[config.mk]
export PLATFORM = sky130hd
export DESIGN_NAME = eivu_top
export DESIGN_NICKNAME = d
export VERILOG_FILES = /design/src/eivu_pkg.sv /design/src/eivu_top.sv
export SDC_FILE = /design/constraint.sdc
export NUM_CORES = 1
export LEC_CHECK = 0
export ABC_AREA = 0
export BUFFER_PORTS_ARGS = -buffer_cell sky130_fd_sc_hd__buf_2
export CORE_ASPECT_RATIO = 1.25
export CORE_MARGIN = 2
export CORE_UTILIZATION = 40
export DETAILED_ROUTE_END_ITERATION = 7
export PLACE_DENSITY = 0.76
export SLEW_MARGIN = 20
export SYNTH_ARGS = -nofsm -noshare
export SYNTH_HDL_FRONTEND = slang
export SYNTH_SLANG_ARGS = --single-unit
[constraint.sdc]
create_clock -name clk_sys -period 8.2 [get_ports clk_sys]
set_input_delay 1.23 -clock clk_sys [delete_from_list [all_inputs] [get_ports clk_sys]]
set_output_delay 1.23 -clock clk_sys [all_outputs]
set_load 0.02 [all_outputs]
[src/eivu_pkg.sv]
/*
 * Package for the external interrupt and vector unit: vectors, polling
 * order, trigger encodings, timing counts and the carrier structs.
 * Assumes one machine cycle per clk_sys cycle.
 */
package eivu_pkg;

    // ------------------------------------------------------------
    // Sources in fixed polling order (index 0 polled first)
    // ------------------------------------------------------------
    localparam int NUM_SRC = 14;
    localparam int SRC_OVL = 0;
    localparam int SRC_EX0 = 1;
    localparam int SRC_TM0 = 2;
    localparam int SRC_EX1 = 3;
    localparam int SRC_TM1 = 4;
    localparam int SRC_SER = 5;
    localparam int SRC_TM2 = 6;
    localparam int SRC_ADC = 7;
    localparam int SRC_SPI = 8;
    localparam int SRC_EX2 = 9;
    localparam int SRC_EX3 = 10;
    localparam int SRC_EX4 = 11;
    localparam int SRC_PWM = 12;
    localparam int SRC_SCM = 13;

    localparam logic [15:0] VEC_RESET = 16'h0000;
    localparam logic [15:0] VEC_EX0 = 16'h0003;
    localparam logic [15:0] VEC_TM0 = 16'h000B;
    localparam logic [15:0] VEC_EX1 = 16'h0013;
    localparam logic [15:0] VEC_TM1 = 16'h001B;
    localparam logic [15:0] VEC_SER = 16'h0023;
    localparam logic [15:0] VEC_TM2 = 16'h002B;
    localparam logic [15:0] VEC_ADC = 16'h0033;
    localparam logic [15:0] VEC_SPI = 16'h003B;
    localparam logic [15:0] VEC_EX2 = 16'h0043;
    localparam logic [15:0] VEC_EX3 = 16'h004B;
    localparam logic [15:0] VEC_EX4 = 16'h0053;
    localparam logic [15:0] VEC_PWM = 16'h0063;
    localparam logic [15:0] VEC_SCM = 16'h006B;
    localparam logic [15:0] VEC_OVL = 16'h007B;

    localparam logic [NUM_SRC*16-1:0] VEC_TABLE = {
        VEC_SCM, VEC_PWM, VEC_EX4, VEC_EX3, VEC_EX2, VEC_SPI, VEC_ADC,
        VEC_TM2, VEC_SER, VEC_TM1, VEC_EX1, VEC_TM0, VEC_EX0, VEC_OVL};

    // ------------------------------------------------------------
    // Trigger field encodings for sources two to four
    // ------------------------------------------------------------
    localparam logic [1:0] TRIG_LOW = 2'h0;
    localparam logic [1:0] TRIG_FALL = 2'h1;
    localparam logic [1:0] TRIG_RISE = 2'h2;
    localparam logic [1:0] TRIG_BOTH = 2'h3;

    // ------------------------------------------------------------
    // Timing, in machine cycles; source four pin count and level count
    // ------------------------------------------------------------
    localparam int CALL_CYCLES = 7;
    localparam int BLOCK_WAIT_CYCLES = 8;
    localparam int LONGEST_INSN_CYCLES = 20;
    localparam int POLL_DELAY_CYCLES = 2;
    localparam logic [3:0] CALL_CNT_LAST = 4'(CALL_CYCLES - 1);
    localparam logic [3:0] WAIT_CNT_LAST = 4'(BLOCK_WAIT_CYCLES - 1);
    localparam int EX4_PINS = 8;
    localparam int NUM_LVL = 4;

    // ------------------------------------------------------------
    // Carriers
    // ------------------------------------------------------------
    typedef struct packed {
        logic last_cycle;
        logic is_reti;
        logic call_ack;
        logic reti_done;
        logic sleeping;
    } eivu_core_t;

    typedef struct packed {
        logic [15:0] vector;
        logic req;
        logic [1:0] level;
    } eivu_call_t;

endpackage

[src/eivu_top.sv]
/*
 * External interrupt request logic and vectoring toward the CPU core.
 * Assumes pins are synchronous to clk_sys, one machine cycle per clock,
 * and that the core reports instruction end, return and call entry.
 */
// Function
// - Granted request calls vector next, else pends
// - Hardware call occupies exactly seven cycles
// - Raise request third cycle after recognition
// - Return-blocked vectoring adds eight cycle wait
// - Long multiply/divide completes before call
// - Latency between ten and thirty-seven cycles
// - Five external sources, source four eight pins
// - Trigger bit clear: low level requests
// - Trigger bit set: falling edge sets flag
// - Flags zero-three autoclear; source-four flags software
// - Level flag tracks pin, repeats after return
// - Enabled external interrupt wakes from sleep
// - Vectors for external zero, timers, reset
// - Serial, timer two, converter, SPI vectors
// - Sources two-four vectors, four double enable
// - PWM shared vector, clock monitor vector
// - Overload source first, no enable bit
// - Trigger field decodes low, fall, rise, both
// - Four levels, higher pre-empts, polling breaks ties
// - Call blocked by priority, mid-instruction, return
`timescale 1ns/1ps

module eivu_top
    import eivu_pkg::*;
(
    input wire logic clk_sys,
    input wire logic resetn,
    input wire logic ext_irq_pin_zero,
    input wire logic ext_irq_pin_one,
    input wire logic ext_irq_pin_two,
    input wire logic ext_irq_pin_three,
    input wire logic [EX4_PINS-1:0] ext4_pins,
    input wire logic trig_sel_zero,
    input wire logic trig_sel_one,
    input wire logic [1:0] ext2_trig_field,
    input wire logic [1:0] ext3_trig_field,
    input wire logic [1:0] ext4_trig_field,
    input wire logic [EX4_PINS-1:0] ext4_flag_clear,
    input wire logic [NUM_SRC-1:0] src_enable,
    input wire logic global_enable,
    input wire logic ext4_channel_enable,
    input wire logic [NUM_SRC-1:0] periph_req,
    input wire logic pwm_irq_global_enable,
    input wire logic [2:0] pwm_channel_irq_enable,
    input wire logic [2:0] pwm_channel_irq_flag,
    input wire logic [NUM_SRC*2-1:0] src_prio,
    input wire eivu_core_t core_in,
    output eivu_call_t call_out,
    output logic [3:0] ext_req_flags,
    output logic [EX4_PINS-1:0] ext4_req_flag_x,
    output logic wake
);

    typedef enum logic [1:0] {ST_IDLE, ST_WAIT, ST_CALL} eivu_state_t;

    // ------------------------------------------------------------
    // Pin sampling and request flags
    // ------------------------------------------------------------
    logic [3:0] pin_prev_q;
    logic [3:0] pin_prev_d;
    logic [EX4_PINS-1:0] p4_prev_q;
    logic [EX4_PINS-1:0] p4_prev_d;
    logic [3:0] ext_flag_q;
    logic [3:0] ext_flag_d;
    logic [EX4_PINS-1:0] x4_flag_q;
    logic [EX4_PINS-1:0] x4_flag_d;
    logic [3:0] pins_now;
    logic [3:0] ack_clr;
    logic [NUM_SRC-1:0] ack_onehot;

    function automatic logic trig_hit(input logic [1:0] mode, input logic prev, input logic now);
        case (mode)
            TRIG_LOW: trig_hit = !now;
            TRIG_FALL: trig_hit = prev && !now;
            TRIG_RISE: trig_hit = !prev && now;
            TRIG_BOTH: trig_hit = prev != now;
            default: trig_hit = 1'b0;
        endcase
    endfunction

    assign pins_now = {ext_irq_pin_three, ext_irq_pin_two, ext_irq_pin_one, ext_irq_pin_zero};

    always_comb
    begin
        logic [1:0] mode [4];
        mode[0] = trig_sel_zero ? TRIG_FALL : TRIG_LOW;
        mode[1] = trig_sel_one ? TRIG_FALL : TRIG_LOW;
        mode[2] = ext2_trig_field;
        mode[3] = ext3_trig_field;
        pin_prev_d = pins_now;
        p4_prev_d = ext4_pins;
        ack_clr = {ack_onehot[SRC_EX3], ack_onehot[SRC_EX2], ack_onehot[SRC_EX1], ack_onehot[SRC_EX0]};
        for (int i = 0; i < 4; i++)
        begin
            if (mode[i] == TRIG_LOW)
                ext_flag_d[i] = !pins_now[i];
            else
                ext_flag_d[i] = trig_hit(mode[i], pin_prev_q[i], pins_now[i]) || (ext_flag_q[i] && !ack_clr[i]);
        end
        for (int j = 0; j < EX4_PINS; j++)
            x4_flag_d[j] = trig_hit(ext4_trig_field, p4_prev_q[j], ext4_pins[j])
                || (x4_flag_q[j] && !ext4_flag_clear[j]);
    end

    always_ff @(posedge clk_sys or negedge resetn)
    begin
        if (!resetn)
        begin
            pin_prev_q <= 4'hF;
            p4_prev_q <= 8'hFF;
            ext_flag_q <= 4'h0;
            x4_flag_q <= 8'h00;
        end
        else
        begin
            pin_prev_q <= pin_prev_d;
            p4_prev_q <= p4_prev_d;
            ext_flag_q <= ext_flag_d;
            x4_flag_q <= x4_flag_d;
        end
    end

    // ------------------------------------------------------------
    // Source gating, poll pipeline and selection
    // ------------------------------------------------------------
    logic [NUM_SRC-1:0] raw_req;
    logic [NUM_SRC-1:0] gated;
    logic [NUM_SRC-1:0] poll_q;
    logic [NUM_SRC-1:0] poll_d;
    logic [NUM_SRC-1:0] poll2_q;
    logic [NUM_SRC-1:0] poll2_d;
    logic [NUM_LVL-1:0] active_q;
    logic [NUM_LVL-1:0] active_d;
    logic sel_valid;
    logic [3:0] sel_idx;
    logic [1:0] sel_lvl;

    always_comb
    begin
        raw_req = periph_req;
        raw_req[SRC_EX0] = ext_flag_q[0];
        raw_req[SRC_EX1] = ext_flag_q[1];
        raw_req[SRC_EX2] = ext_flag_q[2];
        raw_req[SRC_EX3] = ext_flag_q[3];
        raw_req[SRC_EX4] = (|x4_flag_q) && ext4_channel_enable;
        raw_req[SRC_PWM] = pwm_irq_global_enable && |(pwm_channel_irq_flag & pwm_channel_irq_enable);
        gated = raw_req & src_enable & {NUM_SRC{global_enable}};
        gated[SRC_OVL] = raw_req[SRC_OVL];
        poll_d = gated;
        poll2_d = poll_q & gated;
    end

    // Highest level first, then lowest polling index
    always_comb
    begin
        sel_valid = 1'b0;
        sel_idx = 4'h0;
        sel_lvl = 2'h0;
        for (int l = 0; l < NUM_LVL; l++)
        begin
            for (int s = NUM_SRC - 1; s >= 0; s--)
            begin
                if (poll2_q[s] && src_prio[s*2 +: 2] == 2'(l))
                begin
                    sel_valid = 1'b1;
                    sel_idx = 4'(s);
                    sel_lvl = 2'(l);
                end
            end
        end
        if (poll2_q[SRC_OVL])
        begin
            sel_valid = 1'b1;
            sel_idx = 4'(SRC_OVL);
            sel_lvl = 2'(NUM_LVL - 1);
        end
        for (int m = 0; m < NUM_LVL; m++)
            if (active_q[m] && 2'(m) >= sel_lvl)
                sel_valid = 1'b0;
    end

    // ------------------------------------------------------------
    // Call sequencer toward the core
    // ------------------------------------------------------------
    eivu_state_t state_q;
    eivu_state_t state_d;
    logic [3:0] cnt_q;
    logic [3:0] cnt_d;
    eivu_call_t call_q;
    eivu_call_t call_d;
    logic wake_q;
    logic wake_d;
    logic [3:0] call_idx_q;
    logic [3:0] call_idx_d;

    always_comb
    begin
        state_d = state_q;
        cnt_d = cnt_q;
        call_d = call_q;
        active_d = active_q;
        ack_onehot = '0;
        call_idx_d = call_idx_q;
        if (core_in.reti_done)
        begin
            for (int m = NUM_LVL - 1; m >= 0; m--)
                if (active_q[m] && active_d == active_q)
                    active_d[m] = 1'b0;
        end
        case (state_q)
            ST_IDLE:
            begin
                call_d.req = 1'b0;
                if (sel_valid)
                begin
                    if (core_in.last_cycle && !core_in.is_reti)
                    begin
                        state_d = ST_CALL;
                        cnt_d = 4'h0;
                        call_d.req = 1'b1;
                        call_d.vector = VEC_TABLE[sel_idx*16 +: 16];
                        call_d.level = sel_lvl;
                        call_idx_d = sel_idx;
                    end
                    else if (core_in.is_reti)
                    begin
                        state_d = ST_WAIT;
                        cnt_d = 4'h0;
                    end
                end
            end
            ST_WAIT:
            begin
                cnt_d = cnt_q + 4'h1;
                if (cnt_q == WAIT_CNT_LAST)
                    state_d = ST_IDLE;
            end
            ST_CALL:
            begin
                if (cnt_q == 4'h0)
                begin
                    for (int s = 0; s < NUM_SRC; s++)
                        ack_onehot[s] = core_in.call_ack && call_idx_q == 4'(s);
                    if (core_in.call_ack)
                        active_d[call_q.level] = 1'b1;
                end
                call_d.req = 1'b1;
                cnt_d = cnt_q + 4'h1;
                if (cnt_q == CALL_CNT_LAST)
                begin
                    state_d = ST_IDLE;
                    call_d.req = 1'b0;
                end
            end
            default:
                state_d = ST_IDLE;
        endcase
        wake_d = core_in.sleeping
            && |(gated & ~(NUM_SRC'(1) << SRC_OVL));
    end

    always_ff @(posedge clk_sys or negedge resetn)
    begin
        if (!resetn)
        begin
            poll_q <= '0;
            poll2_q <= '0;
            active_q <= '0;
            state_q <= ST_IDLE;
            cnt_q <= 4'h0;
            call_q <= '{vector: VEC_RESET, req: 1'b0, level: 2'h0};
            wake_q <= 1'b0;
            call_idx_q <= 4'h0;
        end
        else
        begin
            poll_q <= poll_d;
            poll2_q <= poll2_d;
            active_q <= active_d;
            state_q <= state_d;
            cnt_q <= cnt_d;
            call_q <= call_d;
            wake_q <= wake_d;
            call_idx_q <= call_idx_d;
        end
    end

    assign call_out = call_q;
    assign ext_req_flags = ext_flag_q;
    assign ext4_req_flag_x = x4_flag_q;
    assign wake = wake_q;

endmodule

Yosys cells after proc, flatten, opt, wreduce, memory -nomap -nowiden
Index checks and enable logic that the tools add are counted. Widths: inputs -> output; s select.

Register bits after elaboration: 86. Input port bits: 100. Output and inout bits: 32. Logic and storage cells: 523.

$add $sub $neg: 1. Order comparisons: 6. Eq/ne operators: 90. Shifts and indexed selects: 1. Muxes and demuxes: 211. Bitwise gates (word level): 5. Reductions and logical operators: 195.

Operators with widths (number): $mux 4 (64); $shiftx 224x9->16 const A (1); $logic_and 1x1->1 (115); $mux 2 (47); $mux 1 (80); $eq 2x2->1 const B (35); $and 14x14->14 (3); $logic_not 2->1 (20); $logic_not 1->1 (37); $eq 2x1->1 const B (18); $pmux 1 s4 (8); $eq 4x3->1 const B (6); $mux 11 (2); $reduce_or 13->1 (1); $eq 4x4->1 const B (3); $logic_or 1x1->1 (12); $ne 1x1->1 (12); $pmux 1 s3 (4); $eq 1x2->1 const B (4); $eq 4x2->1 const B (2); $logic_not 4->1 (2); $pmux 4 s2 (1); $reduce_or 8->1 (1); $mux 3 (2); other kinds (22) (29).

Longest topological paths before layout
Depth after elaboration: 65. Depth in mapped cells: 13. Gate-level depth less buffers: 13.

Worst setup path after synthesis
OpenSTA, ideal clock, no wires.

Path type: input-to-reg. From: in src_prio[10]. To: reg call_q, in the netlist call_out[8]. Library setup time: 0.125 ns. Arrival time: 3.475 ns. Required time: 8.075 ns. Slack: 4.600 ns. Cell stages on the path: 11. Buffers on the path: 0. Cells stage by stage: or3b_1 a21oi_1 o211ai_1 o21ai_1 a31oi_1 a211o_1 a211oi_1 inv_1 ha_1 mux2_1 mux2_4.

Elaborated cells between the ends (all ways): 155. Classes of those cells: order compare (4); eq/ne (3); shift (1); mux (137); reduce/logical (10).

RTL lines: from (decl) (line eivu_top.sv:52) `input wire logic [NUM_SRC*2-1:0] src_prio,`; $logic_not 2->1 (line eivu_top.sv:169) `if (poll2_q[s] && src_prio[s*2 +: 2] == 2'(l))`; $logic_and 1x1->1 (line eivu_top.sv:169); $mux 4 (42 in series) (line eivu_top.sv:169); $mux 4 (*) (6 in series) (line eivu_top.sv:169); $mux 4 (*) (line eivu_top.sv:177) `if (poll2_q[SRC_OVL])`; net sel_idx[0] (line eivu_top.sv:141) `logic [3:0] sel_idx;`; $shiftx 224x9->16 (*) (line eivu_top.sv:227) `call_d.vector = VEC_TABLE[sel_idx*16 +: 16];`; to (signal assigned) (line eivu_top.sv:277) `call_q <= '{vector: VEC_RESET, req: 1'b0, level: 2'h0};`; to (signal assigned) (line eivu_top.sv:288) `call_q <= call_d;`; to (decl) (line eivu_top.sv:195) `eivu_call_t call_q;`.

The timed path passes the listed nets; every way through them passes the cells marked *. A chain may end at the register's enable or synchronous reset.

Worst setup path after layout
Ends and elaborated chain as after synthesis.

==> out/metrics.yaml <==
sta:
  relSlewSlack_pct: 37.9
  worst_slew_pin_slew_ns: 0.931
  rsz0062_at_grt: "no"
  fin_tns_setup_ns: 0
  finalHoldViolations: 0
  slew_violations: 0
  period_needed_ns: 3.99
  finalSetupViolCount: 0
  fin_skew_ns: 0.00494
  timing.final.crit_share_pct: 48.7
  fmax_mhz: 251
floorplanning:
  ioPinCount: 132
  initial_core_util_pct: 41.2
  die_w_microns: 102
  row_count: 44
  die_y_microns: 127
  core-area_sq_um: 11700
  die_area_sq_um: 13000
logic_synthesis:
  yosysSeqAreaShare_pct: 39.2
  yosys_warnings: 0
  syn_inst: 514
  synth_cell_types: 62
  synth_edf_count: 0
  synthArstFlopShare_pct: 100
  synth.avg_cell_area_sq_um: 9.40
  synth_seq_cells: 75
  synthFlopType: "dfrtp_1"
  netlist_area_sq_um: 4830
setup_path:
  endpoint_kind: "register"
  r2r.worst_path.cells: 11
  required_ns: 8.41
  crit_path_max_incr_delay_ns: 0.52
  path_max_fanout: 5
  critPathSlowestCell: "a211oi_1"
  path_delay_family: "compound AO/OA/AOI/OAI gates"
  startpoint: "src_prio[10]"
  critPathKind: "in2reg"
  crit_cells: 12
  arrival_ns: 4.20
  cp_cell_sequence: "buf_2 > or3b_1 > a21oi_1 > o211ai_1 > o21ai_1 > a31oi_1 > a211o_1 > a211oi_1 > inv_1 > ha_1 > mux2_1 > mux2_4"
  r2r_start: "poll2_q[5]"
  worstSetupStartpointType: "input port"
  critPathBufInv: 2
clocking:
  cts_resized: 0
  ctsHoldBuffers: 0
  worstSkewPairLatency_ns: 0.33
  cts_tree: "yes"
  cts_buffer_depth: 2
  cts_inserted_buffers: 9
  htreeDepth: 3
  postCtsSetupRepairBufs: 0
  clkTransAtPathRegs_ns: 0.06
  cts_sinks: 75
  root_buffer: "clkbuf_16"
global_routing:
  grt_first_pass_wirelength_microns: 20300
  grt_max_degree: 76
  grt_pass1_vias: 4350
  grt_use_total_pct: 20.0
  grt_antenna_before_repair: 0
  overflow: 0
job:
  drv_cap: 0
routing:
  drc_errors: 0
  wl_per_cell_microns: 15.8
  vias: 4288
  ant_nets: 0
  via_per_inst: 5.39
  drt-initial-drc-count: 201
  drt_pass1_iterations: 5
  wirelength_microns: 12600
hold_path:
  hold_path.class: "reg2reg"
  holdPathStages: 1
  worstHoldStart: "poll_q[5]"
pwr:
  power.density_nw_per_um2: 202
  p_leak_nw: 2.95
  ir_drop_mv: 0.137
layout:
  multiInputGateArea_sq_um: 2700
  final_util_pct: 49.9
  drive_gt1_share_pct: 25.4
  ff_latch_area_sq_um: 1890
  fillers: 1138
  syn2layout_area_growth_pct: 21.1
  fin_nets: 760
  antenna-diode-count: 0
outcome:
  status: "completed"
placement:
  place.gp.congestion: 0.909
  numPortBuffers: 114
  dpl.hpwl_microns: 10200
layout by cell type, fill, tap and decap left out, drive strengths merged, types with 8 or more instances in the layout:
cell,Yosys,layout
ha,30,30
nand3,24,24
a21oi,15,15
dfstp,12,12
inv,43,45
mux2,9,9
nor3b,13,13
conb,1,10
and3,15,15
nor4,9,9
nand2,45,45
nor2b,10,10
nand3b,22,22
clkbuf,6,9
o211ai,12,12
o21ai,16,16
nand4,8,8
dfrtp,63,63
nor2,33,33
buf,12,114
and2,18,18
o221ai,10,10
worst reg2reg max path, delay by kind of cell (launching register included):
family | cells | cell delay (ns)
buffers and inverters | 1 | 0.17
adders and majority gates | 1 | 0.27
muxes | 2 | 0.56
and+or+nand+nor | 1 | 0.42
AOI/OAI and AO/OA | 6 | 1.41
DFF | 1 | 0.39
synthesized netlist by cell type, drive strengths merged (4+ instances only):
cell type | instances | area share, %
a31oi | 7 | 0.91
nor2b | 10 | 1.5
inv | 43 | 3.3
mux2i | 5 | 1.0
dfstp | 12 | 6.5
o31ai | 6 | 1.2
and3 | 15 | 1.9
o221ai | 10 | 1.8
buf | 12 | 1.9
clkbuf | 6 | 0.47
a21oi | 15 | 1.6
and2 | 18 | 2.3
nand4 | 8 | 1.0
o2111ai | 4 | 0.73
o211ai | 12 | 1.9
o21ba | 4 | 0.83
mux2 | 9 | 2.6
nand3b | 22 | 3.4
nand2b | 7 | 0.91
nor3b | 13 | 2.4
dfrtp | 63 | 33
nor2 | 33 | 2.6
nand2 | 45 | 3.5
o21ai | 16 | 1.7
a211oi | 7 | 1.1
and3b | 6 | 1.1
nand3 | 24 | 2.6
ha | 30 | 7.8
o22ai | 4 | 0.52
nor4 | 9 | 1.2
layout make-up:
type,instances,share of cell area [%]
multi-input cells,387,46.1
flip-flops and latches,75,32.3
repair buffers,114,9.80
clock buffers,9,3.85
well taps,161,3.44
inverters,43,2.76
clock inverters,7,1.71
path summary, 6_finish.rpt:
kind,end,slack [ns]
max in group asynchronous,poll2_q[2],6.56
setup reg to reg,call_out[8],4.85
min in group asynchronous,cnt_q[1],1.03
setup / recovery,call_out[8],4.21
hold / removal,poll2_q[5],0.44
hold reg to reg,poll2_q[5],0.44
cells by family (layout without fill, tap and decap cells):
logic type / Yosys count / in the layout / share of synthesized area (%)
AND/OR/NAND/NOR: 223 / 223 / 26.4
multiplexers: 14 / 14 / 3.60
adder cells (fa/ha/maj): 30 / 30 / 7.77
buffers and inverters: 61 / 173 / 5.75
AO/OA/AOI/OAI: 110 / 110 / 17.3
flip-flops: 75 / 75 / 39.2
other: 1 / 10 / 0.0776
sequential cells by signal, indices dropped and copies added, names as in the netlist, 8 cells and up:
signal	flops
call_out	8
poll2_q	14
poll_q	14
ext4_req_flag_x	8
p4_prev_q	8
where the power goes:
group	leakage [nW]	switching [mW]	internal, mW
logic	1.86	0.168	0.125
registers	0.930	0.0419	0.422
clock network	0.160	0.156	0.269
per-layer routing:
layer | up-vias | track usage (%) | share of wire [%]
met4 | 0 | 8.00 | 2.8
met3 | 20 | 4.35 | 6.2
li1 | 2091 | - | -
met5 | - | 0 | 0
met1 | 2026 | 23.3 | 41
met2 | 151 | 35.1 | 50
stage by stage:
step                hold slack, ns  setup WS (ns)  cell area, sq um  power, mW  std cells
finish                       0.444           4.21              5850       1.18        796
detailed placement           0.432           3.93              5520      0.764        780
global placement             0.434           4.01              5520      0.748        780
global route                 0.454           4.10              5850       1.25        796
CTS                          0.446           4.26              5850       1.19        796
floorplan                    0.428           4.60              4860      0.658        523
(Power assumes the default switching activity.)
